[src/pkg/rcms_params.svh]
/*
  Offsets, reset values, field limits and timing figures of the radio control block.
  Assumes a 10 MHz aclk and a byte-addressed AXI4-Lite register window.
*/
`ifndef RCMS_PARAMS_SVH
`define RCMS_PARAMS_SVH

// register byte offsets
`define RCMS_OFF_CTRL 8'h00
`define RCMS_OFF_MASK 8'h04
`define RCMS_OFF_STAT 8'h08
`define RCMS_OFF_RDS0 8'h0c
`define RCMS_OFF_RDS1 8'h10
`define RCMS_AW 8

// reset values
`define RCMS_CTRL_RST 32'h0000e844
`define RCMS_MASK_RST 5'h00
`define RCMS_RDS_RST 32'h00000000

// bus answers
`define RCMS_RESP_OK 2'h0
`define RCMS_RESP_ERR 2'h2

// timing
`define RCMS_CLK_NS 100
`define RCMS_MS_NS 1000000
`define RCMS_START_NS 900000
`define RCMS_CNT_W 14

// level comparison
`define RCMS_LVL_MIN 4'h3
`define RCMS_HYST_LARGE 4'h2
`define RCMS_HYST_SMALL 4'h1

// pause detector: threshold step in dB, durations in ms
`define RCMS_PAUSE_STEP 6'h04
`define RCMS_PAUSE_MS0 8'h05
`define RCMS_PAUSE_MS1 8'h0a
`define RCMS_PAUSE_MS2 8'h14
`define RCMS_PAUSE_MS3 8'h28

`endif

[src/pkg/rcms_pkg.sv]
/*
  Types of the radio control block: control word, status word, pins, outputs, state.
  Assumes rcms_params.svh is on the include path.
*/
`include "rcms_params.svh"

package rcms_pkg;

  typedef enum logic [1:0] {
    RCMS_PWR_STBY = 2'b00,
    RCMS_PWR_FM = 2'b01,
    RCMS_PWR_RSV = 2'b10,
    RCMS_PWR_FULL = 2'b11
  } rcms_pwr_e;

  typedef enum logic [1:0] {
    RCMS_ST_OFF = 2'b00,
    RCMS_ST_START = 2'b01,
    RCMS_ST_RUN = 2'b10
  } rcms_rds_e;

  typedef struct packed {
    logic [9:0] rsv;
    logic [1:0] pause_duration;
    logic [1:0] pause_threshold;
    logic [3:0] level_threshold;
    logic hysteresis_size_select;
    logic blend_switched;
    logic stereo_noise_cancel;
    logic rds_direct_output;
    logic diagnostic_select;
    logic port_source_select;
    logic port_data_bit;
    logic audio_silence;
    logic right_output_tristate;
    logic left_output_tristate;
    logic output_tristate_all;
    logic soft_attenuation_enable;
    rcms_pwr_e power_up_control;
  } rcms_ctrl_s;

  // flags order: audio_pause, rds_sync_lost, rds_data_available, tuning_ready, low_level
  typedef struct packed {
    logic [20:0] rsv;
    logic search_stop_ok;
    logic startup_done;
    logic [4:0] flags;
    logic [3:0] level;
  } rcms_stat_s;

  typedef struct packed {
    logic [3:0] level;
    logic [5:0] audio_level;
    logic tuned;
    logic tuning_ready_flag;
    logic diag_signal;
    logic rds_bit_value;
    logic rds_bit_clock;
    logic rds_update_busy;
  } rcms_pins_s;

  typedef struct packed {
    logic left_audio_out;
    logic left_audio_oe;
    logic right_audio_out;
    logic right_audio_oe;
    logic rds_route;
    logic audio_block;
    logic soft_en;
    logic force_mono;
    logic snc_en;
    logic blend_sw;
    logic port_out;
    logic fm_power;
    logic rds_power;
    logic search_stop_ok;
    logic interrupt_out_n;
  } rcms_out_s;

  typedef struct packed {
    rcms_pins_s s1;
    rcms_pins_s s2;
    rcms_ctrl_s ctrl;
    logic [4:0] mask;
    logic [2:0] rflags;
    logic [3:0] level;
    logic low_flag;
    logic stop_ok;
    logic [31:0] rds0;
    logic [31:0] rds1;
    rcms_rds_e rds_st;
    logic [`RCMS_CNT_W-1:0] start_cnt;
    logic [`RCMS_CNT_W-1:0] ms_cnt;
    logic [7:0] pause_ms;
    logic pause_armed;
    logic awv;
    logic wv;
    logic [`RCMS_AW-1:0] awaddr;
    logic [31:0] wdata;
    logic [3:0] wstrb;
    logic awready;
    logic wready;
    logic bvalid;
    logic [1:0] bresp;
    logic arready;
    logic rvalid;
    logic [31:0] rdata;
    logic [1:0] rresp;
    rcms_out_s out;
  } rcms_state_s;

endpackage

[src/hdl/rcms_level_cmp.sv]
/*
  Field-strength level comparator with tuned-state hysteresis.
  Assumes level, threshold and tuned are already synchronous to the caller's clock.
*/
`include "rcms_params.svh"
module rcms_level_cmp
  import rcms_pkg::*;
#(
  parameter int W = 4
)(
  // level and settings
  input wire logic [W-1:0] level,
  input wire logic [W-1:0] threshold,
  input wire logic hyst_large,
  input wire logic tuned,
  // results
  output logic low,
  output logic stop_ok
);

  logic [W-1:0] step;
  logic [W-1:0] limit;

  if (W < 3)
  begin : g_chk
    $error("rcms_level_cmp: W must be at least 3");
  end

  always_comb
  begin
    step = hyst_large ? W'(`RCMS_HYST_LARGE) : W'(`RCMS_HYST_SMALL);
    if (!tuned)
      limit = threshold;
    else if (threshold <= W'(`RCMS_LVL_MIN))
      limit = '0;
    else if (threshold > step)
      limit = threshold - step;
    else
      limit = '0;
    low = level < limit;
    stop_ok = level >= threshold;
  end

endmodule

[src/hdl/rcms_top.sv]
/*
  Digital control of the receiver: level flag, mutes, blend, port, standby, start-up,
  rds data flags, pause detector and interrupt pin, behind an AXI4-Lite slave.
  Assumes pins_in comes from other clock domains; rds_block_* come from logic on aclk.
*/
`include "rcms_params.svh"

////////////////////////////////////////////////////////////////////////////////
module rcms_top
  import rcms_pkg::*;
#(
  parameter int STARTUP_CYCLES = `RCMS_START_NS / `RCMS_CLK_NS,
  parameter int MS_CYCLES = `RCMS_MS_NS / `RCMS_CLK_NS
)(
  // clock and reset
  input wire logic aclk,
  input wire logic aresetn,
  // axi4-lite write channels
  input wire logic [`RCMS_AW-1:0] s_axi_awaddr,
  input wire logic s_axi_awvalid,
  output logic s_axi_awready,
  input wire logic [31:0] s_axi_wdata,
  input wire logic [3:0] s_axi_wstrb,
  input wire logic s_axi_wvalid,
  output logic s_axi_wready,
  output logic [1:0] s_axi_bresp,
  output logic s_axi_bvalid,
  input wire logic s_axi_bready,
  // axi4-lite read channels
  input wire logic [`RCMS_AW-1:0] s_axi_araddr,
  input wire logic s_axi_arvalid,
  output logic s_axi_arready,
  output logic [31:0] s_axi_rdata,
  output logic [1:0] s_axi_rresp,
  output logic s_axi_rvalid,
  input wire logic s_axi_rready,
  // asynchronous inputs from analog and demodulator sections
  input wire rcms_pins_s pins_in,
  // rds decoder on aclk
  input wire logic rds_block_valid,
  input wire logic [31:0] rds_block_data,
  input wire logic rds_sync_lost,
  // controls and pins
  output rcms_out_s ctl_out
);

  localparam logic [`RCMS_CNT_W-1:0] START_LAST = `RCMS_CNT_W'(STARTUP_CYCLES - 1);
  localparam logic [`RCMS_CNT_W-1:0] MS_LAST = `RCMS_CNT_W'(MS_CYCLES - 1);

  if (STARTUP_CYCLES < 1 || STARTUP_CYCLES >= 2 ** `RCMS_CNT_W ||
      MS_CYCLES < 1 || MS_CYCLES >= 2 ** `RCMS_CNT_W)
  begin : g_chk
    $error("rcms_top: counts must lie in 1 .. 2**RCMS_CNT_W-1");
  end

  rcms_state_s r_r;
  rcms_state_s r_nxt;
  rcms_stat_s stat;
  logic cmp_low;
  logic cmp_stop;
  logic fm_on;
  logic rds_on;
  logic ms_tick;
  logic [31:0] wmerged;
  logic [4:0] live_flags;
  logic [5:0] pause_limit;
  logic [7:0] pause_target;

  function automatic logic [31:0] strb_merge(input logic [31:0] old, input logic [31:0] nw,
                                             input logic [3:0] st);
    logic [31:0] res;
    res = old;
    for (int i = 0; i < 4; i++)
      if (st[i])
        res[8*i +: 8] = nw[8*i +: 8];
    return res;
  endfunction

  ////////////////////////////////////////////////////////////////////////////////
  rcms_level_cmp #(
    .W(4)
  ) u_cmp (
    .level(r_r.s2.level),
    .threshold(r_r.ctrl.level_threshold),
    .hyst_large(r_r.ctrl.hysteresis_size_select),
    .tuned(r_r.s2.tuned),
    .low(cmp_low),
    .stop_ok(cmp_stop)
  );

  ////////////////////////////////////////////////////////////////////////////////
  always_comb
  begin
    r_nxt = r_r;
    wmerged = '0;
    stat = '0;
    // two-stage synchroniser for every pin input
    r_nxt.s1 = pins_in;
    r_nxt.s2 = r_r.s1;

    fm_on = (r_r.ctrl.power_up_control == RCMS_PWR_FM) || (r_r.ctrl.power_up_control == RCMS_PWR_FULL);
    rds_on = r_r.ctrl.power_up_control == RCMS_PWR_FULL;
    ms_tick = r_r.ms_cnt == MS_LAST;
    live_flags = {r_r.rflags, r_r.s2.tuning_ready_flag, r_r.low_flag};

    r_nxt.level = r_r.s2.level;
    r_nxt.low_flag = cmp_low;
    r_nxt.stop_ok = cmp_stop;

    // write path: address and data taken in either order, answered once both are held
    if (s_axi_awvalid && r_r.awready)
    begin
      r_nxt.awv = 1'b1;
      r_nxt.awaddr = s_axi_awaddr;
    end
    if (s_axi_wvalid && r_r.wready)
    begin
      r_nxt.wv = 1'b1;
      r_nxt.wdata = s_axi_wdata;
      r_nxt.wstrb = s_axi_wstrb;
    end
    if (r_r.bvalid && s_axi_bready)
      r_nxt.bvalid = 1'b0;
    if (r_r.awv && r_r.wv && !r_r.bvalid)
    begin
      r_nxt.awv = 1'b0;
      r_nxt.wv = 1'b0;
      r_nxt.bvalid = 1'b1;
      r_nxt.bresp = `RCMS_RESP_OK;
      case (r_r.awaddr)
        `RCMS_OFF_CTRL:
        begin
          wmerged = strb_merge(r_r.ctrl, r_r.wdata, r_r.wstrb);
          r_nxt.ctrl = rcms_ctrl_s'(wmerged);
          r_nxt.ctrl.rsv = '0;
          if (r_nxt.ctrl.level_threshold < `RCMS_LVL_MIN)
            r_nxt.ctrl.level_threshold = `RCMS_LVL_MIN;
        end
        `RCMS_OFF_MASK:
        begin
          wmerged = strb_merge({27'h0, r_r.mask}, r_r.wdata, r_r.wstrb);
          r_nxt.mask = wmerged[4:0];
        end
        `RCMS_OFF_STAT, `RCMS_OFF_RDS0, `RCMS_OFF_RDS1:
          r_nxt.bresp = `RCMS_RESP_OK;
        default:
          r_nxt.bresp = `RCMS_RESP_ERR;
      endcase
    end
    r_nxt.awready = !r_nxt.awv && !r_nxt.bvalid;
    r_nxt.wready = !r_nxt.wv && !r_nxt.bvalid;

    // read path; a status read clears the sticky rds and pause flags
    stat.level = r_r.level;
    stat.flags = live_flags;
    stat.startup_done = r_r.rds_st == RCMS_ST_RUN;
    stat.search_stop_ok = r_r.stop_ok;
    if (r_r.rvalid && s_axi_rready)
      r_nxt.rvalid = 1'b0;
    if (s_axi_arvalid && r_r.arready)
    begin
      r_nxt.rvalid = 1'b1;
      r_nxt.rresp = `RCMS_RESP_OK;
      case (s_axi_araddr)
        `RCMS_OFF_CTRL:
          r_nxt.rdata = r_r.ctrl;
        `RCMS_OFF_MASK:
          r_nxt.rdata = {27'h0, r_r.mask};
        `RCMS_OFF_STAT:
        begin
          r_nxt.rdata = stat;
          r_nxt.rflags = 3'h0;
        end
        `RCMS_OFF_RDS0:
          r_nxt.rdata = r_r.rds0;
        `RCMS_OFF_RDS1:
          r_nxt.rdata = r_r.rds1;
        default:
        begin
          r_nxt.rdata = '0;
          r_nxt.rresp = `RCMS_RESP_ERR;
        end
      endcase
    end
    r_nxt.arready = !r_nxt.rvalid;

    // rds section start-up after power-up
    case (r_r.rds_st)
      RCMS_ST_OFF:
      begin
        r_nxt.start_cnt = '0;
        if (rds_on)
          r_nxt.rds_st = RCMS_ST_START;
      end
      RCMS_ST_START:
      begin
        if (!rds_on)
          r_nxt.rds_st = RCMS_ST_OFF;
        else if (r_r.start_cnt == START_LAST)
        begin
          r_nxt.rds_st = RCMS_ST_RUN;
          r_nxt.rds0 = `RCMS_RDS_RST;
          r_nxt.rds1 = `RCMS_RDS_RST;
          r_nxt.rflags = 3'h0;
        end
        else
          r_nxt.start_cnt = r_r.start_cnt + 1'b1;
      end
      RCMS_ST_RUN:
        if (!rds_on)
          r_nxt.rds_st = RCMS_ST_OFF;
      default:
        r_nxt.rds_st = RCMS_ST_OFF;
    endcase

    // new rds block; delivery needs audio silence set
    if (r_r.rds_st == RCMS_ST_RUN && rds_block_valid && r_r.ctrl.audio_silence)
    begin
      r_nxt.rds0 = r_r.rds1;
      r_nxt.rds1 = rds_block_data;
      r_nxt.rflags[0] = 1'b1;
    end
    if (r_r.rds_st == RCMS_ST_RUN && rds_sync_lost)
      r_nxt.rflags[1] = 1'b1;

    // pause detector on a millisecond tick
    r_nxt.ms_cnt = ms_tick ? '0 : r_r.ms_cnt + 1'b1;
    pause_limit = {2'h0, r_r.ctrl.pause_threshold, 2'h0} + `RCMS_PAUSE_STEP;
    case (r_r.ctrl.pause_duration)
      2'h0: pause_target = `RCMS_PAUSE_MS0;
      2'h1: pause_target = `RCMS_PAUSE_MS1;
      2'h2: pause_target = `RCMS_PAUSE_MS2;
      default: pause_target = `RCMS_PAUSE_MS3;
    endcase
    if (!fm_on || r_r.s2.audio_level >= pause_limit)
    begin
      r_nxt.pause_ms = '0;
      r_nxt.pause_armed = 1'b1;
    end
    else
    begin
      if (ms_tick && r_r.pause_ms < pause_target)
        r_nxt.pause_ms = r_r.pause_ms + 8'h01;
      if (r_r.pause_armed && r_r.pause_ms >= pause_target)
      begin
        r_nxt.pause_armed = 1'b0;
        if (r_r.rds_st == RCMS_ST_RUN)
          r_nxt.rflags[2] = 1'b1;
      end
    end

    // outputs
    r_nxt.out.left_audio_oe = fm_on && !r_r.ctrl.output_tristate_all && !r_r.ctrl.left_output_tristate;
    r_nxt.out.right_audio_oe = fm_on && !r_r.ctrl.output_tristate_all && !r_r.ctrl.right_output_tristate;
    r_nxt.out.rds_route = r_r.ctrl.rds_direct_output;
    r_nxt.out.left_audio_out = r_r.ctrl.rds_direct_output && r_r.s2.rds_bit_value;
    r_nxt.out.right_audio_out = r_r.ctrl.rds_direct_output && r_r.s2.rds_bit_clock;
    r_nxt.out.audio_block = r_r.ctrl.audio_silence || r_r.s2.rds_update_busy;
    r_nxt.out.soft_en = r_r.ctrl.soft_attenuation_enable;
    r_nxt.out.force_mono = r_r.ctrl.left_output_tristate || r_r.ctrl.right_output_tristate;
    r_nxt.out.snc_en = r_r.ctrl.stereo_noise_cancel;
    r_nxt.out.blend_sw = r_r.ctrl.blend_switched;
    if (r_r.ctrl.diagnostic_select)
      r_nxt.out.port_out = r_r.s2.diag_signal;
    else if (r_r.ctrl.port_source_select)
      r_nxt.out.port_out = r_r.s2.tuning_ready_flag;
    else
      r_nxt.out.port_out = r_r.ctrl.port_data_bit;
    r_nxt.out.fm_power = fm_on;
    r_nxt.out.rds_power = rds_on;
    r_nxt.out.search_stop_ok = r_r.stop_ok;
    r_nxt.out.interrupt_out_n = !(|(live_flags & r_r.mask));

    // synchronous reset; rds words and their flags are kept
    if (!aresetn)
    begin
      r_nxt = '0;
      r_nxt.ctrl = rcms_ctrl_s'(`RCMS_CTRL_RST);
      r_nxt.mask = `RCMS_MASK_RST;
      r_nxt.awready = 1'b1;
      r_nxt.wready = 1'b1;
      r_nxt.arready = 1'b1;
      r_nxt.out.interrupt_out_n = 1'b1;
      r_nxt.rds0 = r_r.rds0;
      r_nxt.rds1 = r_r.rds1;
      r_nxt.rflags = r_r.rflags;
    end
  end

  always_ff @(posedge aclk)
  begin
    r_r <= r_nxt;
  end

  assign s_axi_awready = r_r.awready;
  assign s_axi_wready = r_r.wready;
  assign s_axi_bvalid = r_r.bvalid;
  assign s_axi_bresp = r_r.bresp;
  assign s_axi_arready = r_r.arready;
  assign s_axi_rvalid = r_r.rvalid;
  assign s_axi_rdata = r_r.rdata;
  assign s_axi_rresp = r_r.rresp;
  assign ctl_out = r_r.out;

  ////////////////////////////////////////////////////////////////////////////////
  property p_all_tristate;
    @(posedge aclk) disable iff (!aresetn)
    r_r.ctrl.output_tristate_all |=> !ctl_out.left_audio_oe && !ctl_out.right_audio_oe;
  endproperty
  a_all_tristate: assert property (p_all_tristate) else $error("audio driven under global tristate");

  property p_side_mono;
    @(posedge aclk) disable iff (!aresetn)
    r_r.ctrl.left_output_tristate && !r_r.ctrl.right_output_tristate && !r_r.ctrl.output_tristate_all && fm_on
    |=> ctl_out.force_mono && !ctl_out.left_audio_oe && ctl_out.right_audio_oe;
  endproperty
  a_side_mono: assert property (p_side_mono) else $error("left tristate not independent or not mono");

  property p_standby;
    @(posedge aclk) disable iff (!aresetn)
    r_r.ctrl.power_up_control == RCMS_PWR_STBY |=> !ctl_out.left_audio_oe && !ctl_out.right_audio_oe;
  endproperty
  a_standby: assert property (p_standby) else $error("audio driven in standby");

  property p_silence;
    @(posedge aclk) disable iff (!aresetn)
    aresetn && (r_r.ctrl.audio_silence || r_r.s2.rds_update_busy) |=> ctl_out.audio_block;
  endproperty
  a_silence: assert property (p_silence) else $error("audio not blocked");

  property p_rds_gate;
    @(posedge aclk) disable iff (!aresetn)
    $rose(r_r.rflags[0]) |-> $past(r_r.ctrl.audio_silence) && $past(rds_block_valid);
  endproperty
  a_rds_gate: assert property (p_rds_gate) else $error("rds data delivered with silence clear");

  property p_port;
    @(posedge aclk) disable iff (!aresetn)
    !r_r.ctrl.diagnostic_select ##1 !r_r.ctrl.diagnostic_select
    |-> ctl_out.port_out == ($past(r_r.ctrl.port_source_select) ? $past(r_r.s2.tuning_ready_flag)
                                                                 : $past(r_r.ctrl.port_data_bit));
  endproperty
  a_port: assert property (p_port) else $error("port source wrong");

  property p_diag;
    @(posedge aclk) disable iff (!aresetn)
    r_r.ctrl.diagnostic_select |=> ctl_out.port_out == $past(r_r.s2.diag_signal);
  endproperty
  a_diag: assert property (p_diag) else $error("port not showing test signal");

  property p_reset;
    @(posedge aclk)
    !aresetn |=> r_r.ctrl.power_up_control == RCMS_PWR_STBY && r_r.rds_st == RCMS_ST_OFF && ctl_out.interrupt_out_n;
  endproperty
  a_reset: assert property (p_reset) else $error("reset did not enter standby");

  property p_startup;
    @(posedge aclk) disable iff (!aresetn)
    $rose(r_r.rds_st == RCMS_ST_RUN) |-> $past(r_r.start_cnt) == START_LAST && r_r.rflags == 3'h0;
  endproperty
  a_startup: assert property (p_startup) else $error("rds start-up time or defaults wrong");

  property p_irq;
    @(posedge aclk) disable iff (!aresetn)
    (|(live_flags & r_r.mask)) |=> !ctl_out.interrupt_out_n;
  endproperty
  a_irq: assert property (p_irq) else $error("masked-in flag did not pull interrupt low");

  property p_rhold;
    @(posedge aclk) disable iff (!aresetn)
    s_axi_rvalid && !s_axi_rready |=> s_axi_rvalid && $stable(s_axi_rdata);
  endproperty
  a_rhold: assert property (p_rhold) else $error("read answer dropped before rready");

endmodule

[config.mk]
export PLATFORM = sky130hd
export DESIGN_NAME = rcms_top
export DESIGN_NICKNAME = d
export VERILOG_FILES = /design/src/pkg/rcms_pkg.sv /design/src/hdl/rcms_level_cmp.sv /design/src/hdl/rcms_top.sv
export VERILOG_INCLUDE_DIRS = /design/src /design/src/pkg
export SDC_FILE = /design/constraint.sdc
export NUM_CORES = 1
export LEC_CHECK = 0
export BUFFER_PORTS_ARGS = -buffer_cell sky130_fd_sc_hd__buf_2
export CORE_ASPECT_RATIO = 1.4
export CORE_MARGIN = 1.5
export CORE_UTILIZATION = 25
export CTS_CLUSTER_DIAMETER = 60
export DETAILED_ROUTE_END_ITERATION = 7
export PLACE_DENSITY = 0.44
export REMOVE_ABC_BUFFERS = 1
export SLEW_MARGIN = 25
export SYNTH_ARGS = -nofsm -noshare
export SYNTH_HDL_FRONTEND = slang
export SYNTH_SLANG_ARGS = --single-unit
[constraint.sdc]
create_clock -name aclk -period 6.2 [get_ports aclk]
set_input_delay 1.24 -clock aclk [delete_from_list [all_inputs] [get_ports aclk]]
set_output_delay 1.24 -clock aclk [all_outputs]
set_load 0.02 [all_outputs]
==> impl_metrics.py <==
metrics = {
    "yosys": {
        "synth_top_area_cell": "dfxtp_1",
        "synth_top_area_share_pct": 35.9,
        "async_flop_share_pct": 0,
        "synth-edff-count": 67,
        "seq_area_frac_synth_pct": 54.6,
        "syn_inst": 1090,
        "ys_types": 58,
        "yosys_warnings": 0,
        "synth_seq_cells": 260,
        "ys.flop_type": "dfxtp_1",
        "syn_area_um2": 10800,
        "synthTopCellsByArea": "dfxtp_1, edfxtp_1, and2_1, nand2_1, buf_4",
        "syn-mean-instance-area_um2": 9.86,
    },
    "worst_setup_path": {
        "worstSetupStartpoint": "s_axi_araddr[3]",
        "cp.required_ps": 6690,
        "reg2reg_slack_ps": 3410,
        "crit_path_end_kind": "register",
        "crit_type": "input port to register",
        "setup.worst_path.end": "s_axi_rdata[31]",
        "cp_max_fo": 19,
        "rr_startpoint": "r_r[135]",
        "worstReg2RegEnd": "r_r[158]",
        "cp_data_arrival_time_ps": 3440,
        "cp-start-kind": "input port",
        "r2r.worst_path.cells": 6,
    },
    "floorplan": {
        "die_w_um": 178,
        "io_pins": 165,
        "die_area_um2": 44300,
        "start_util_pct": 25.4,
        "core-area_um2": 42300,
        "die_h_um": 248,
        "rows": 89,
    },
    "timing": {
        "fin_tns_setup_ps": 0,
        "max_freq_mhz": 339,
        "setup_viol": 0,
        "relSlewSlack_pct": 30.8,
        "finalClockSkew_ps": 16.4,
        "finalCritPeriodShare_pct": 47.6,
        "rsz0062_at_grt": "no",
        "min_period_ps": 2950,
        "hold_viol": 0,
        "setup_ws_ps": 3250,
        "maxSlewViolCount": 0,
        "max_slew.worst_pin.slew_ps": 1030,
    },
    "route": {
        "drtIter0Drc": 319,
        "wl_per_cell_um": 16.6,
        "ant_nets": 0,
        "avgViaCountPerCell": 4.43,
        "drcViolationCount": 0,
        "via_count": 7740,
        "drt_first_pass_iters": 4,
        "routed_wl_um": 29000,
    },
    "clock_network": {
        "clk_latency_ps": 560,
        "ctsResizeCount": 0,
        "htreeDepth": 1,
        "postCtsHoldBufs": 0,
        "clockBufferDepth": 3,
        "post_cts_buffers": 0,
        "numCtsBuffers": 27,
        "cts-root-buf": "clkbuf_16",
        "cts_tree": "yes",
        "clkTransAtPathRegs_ps": 60,
        "clkSinkCount": 260,
    },
    "worst_hold_path": {
        "worstHoldPathType": "register to register",
    },
    "pwr": {
        "power.density_nw_per_um2": 290,
        "peakVddDrop_uv": 170,
        "leakage_nw": 4.75,
        "power_mw": 3.66,
    },
    "global_route": {
        "grt_max_degree": 66,
        "first_global_vias": 7778,
        "grt.overflow.total": 0,
        "antenna_found_initial": 0,
        "grt_pass1_wl_um": 44500,
        "grt_use_total_pct": 13.2,
    },
    "placed_design": {
        "dp_hpwl_um": 20300,
        "place.port_buffers": 151,
        "dp_slack_ps": 2650,
        "place_area_um2": 11700,
        "gp_congestion": 0.741,
    },
    "flow_run": {
        "maxCapViolCount": 0,
    },
    "cells_and_area": {
        "layout.nets": 1311,
        "n_antenna_cell": 0,
        "stdcell_area_um2": 12600,
        "drive_gt1_share_pct": 18.7,
        "area_delta_synth_final_pct": 17.4,
    },
    "outcome": {
        "status": "finished, final reports clean",
    },
}
## cell usage in the layout, fill, tap and decap left out, types with 4 or more instances in the layout
cell type / instances
dfxtp_1: 193
buf_2: 151
nand2_1: 148
and2_1: 111
nor2_1: 83
edfxtp_1: 67
a21oi_1: 56
o21ai_0: 52
a22oi_1: 32
clkbuf_16: 28
inv_1: 27
nand3_1: 25
ha_1: 22
mux2i_1: 18
a22o_1: 14
xor2_1: 14
a2bb2oi_1: 11
nand4_1: 10
buf_4: 10
nor3_1: 8
and3_1: 8
clkbuf_1: 8
xnor2_1: 7
nor2b_1: 5
or4_1: 5
clkinv_2: 5
nand2b_1: 4
a21o_1: 4
o31ai_1: 4
mux4_2: 4
o2111ai_1: 4
## where the power goes
group	internal [mW]	switching, mW	total [mW]	leakage (nW)
sequential	1.77	0.0222	1.79	2.04
clock	0.990	0.686	1.68	0.449
combinational	0.0756	0.117	0.192	2.26
total	2.83	0.825	3.66	4.75
## metal layers
layer | share of wire, % | GRT usage, % | vias up
met5 | 0 | 0 | -
met3 | 3.8 | 1.89 | 35
met4 | 2.5 | 4.39 | 0
met2 | 52 | 24.3 | 145
li1 | - | - | 3896
met1 | 42 | 15.5 | 3664
## critical path, cell delays in order
cell and delay [ps]:
buf_2 430, and2_1 850, and2_1 510, a22oi_1 130, a2bb2oi_1 170, nor2_1 90
## logic make-up (layout without fill, tap and decap cells)
logic type               after synthesis  in the layout  share of synthesized area [%]
AO/OA/AOI/OAI                        196            196                           11.7
flip-flops                           260            260                           54.6
buffers and inverters                130            239                           6.32
AND/OR/NAND/NOR                      436            436                           20.2
XOR/XNOR                              21             21                           1.71
adder cells (fa/ha/maj)               23             23                           2.75
multiplexers                          23             23                           2.62
other                                  1              2                         0.0349
## metrics by stage
step | cells | hold slack [ps] | util (%)
floorplan | 989 | 411 | -
global placement | 1696 | 414 | 27.7
detailed placement | 1696 | 420 | 27.7
CTS | 1746 | 436 | 29.8
global route | 1746 | 443 | 29.8
finish | 1746 | 434 | 29.8
## area by class of cell
class	instances	area (µm²)
well taps	546	683
multi-input cells	701	4220
fillers	4490	29700
clock buffers	39	772
clock inverters	11	134
flip-flops and latches	260	5880
inverters	28	105
repair buffers	161	831
## how the worst min path moves through the flow
stage / startpoint / to / cells past startpoint
floorplan: r_r[251] / ctl_out[9] / 2
global placement: r_r[268] / r_r[252] / 1
detailed placement: r_r[272] / r_r[256] / 1
CTS: r_r[272] / r_r[256] / 1
global route: r_r[279] / r_r[263] / 1
finish: r_r[276] / r_r[260] / 1
## flip-flops by register name (all words and copies together) (netlist names)
register,count
r_r,201
s_axi_awready,1
s_axi_bresp,1
s_axi_arready,1
s_axi_rdata,32
s_axi_rvalid,1
s_axi_bvalid,1
s_axi_wready,1
s_axi_rresp,1
live_flags,5
ctl_out,15
## Yosys cell counts, types with 2 or more instances
cell       number
a2bb2oi_1      11
a21oi_1        57
nand2_1       149
nor2_1         85
edfxtp_1       67
a211oi_1        2
nor4b_1         3
or4_4           2
nor3_1          8
o32a_1          2
nand3b_1        2
mux4_2          4
a21o_1          4
a22o_1         14
inv_1          28
mux2i_1        18
nand3_1        25
and3_1          9
a41oi_1         2
ha_1           22
dfxtp_1       193
o31ai_1         4
nor4_1          3
xnor2_1         7
nor2b_1         5
nor4bb_1        3
buf_1           9
or3_1           3
buf_4          51
nand2b_1        4
nand4_1        10
o211ai_1        2
or2_2           3
o21a_1          2
o21ai_0        52
a22oi_1        32
and2_1        111
clkbuf_1       42
or4_1           5
o2111ai_1       4
xor2_1         14
Power figures use the tool's default switching activity.
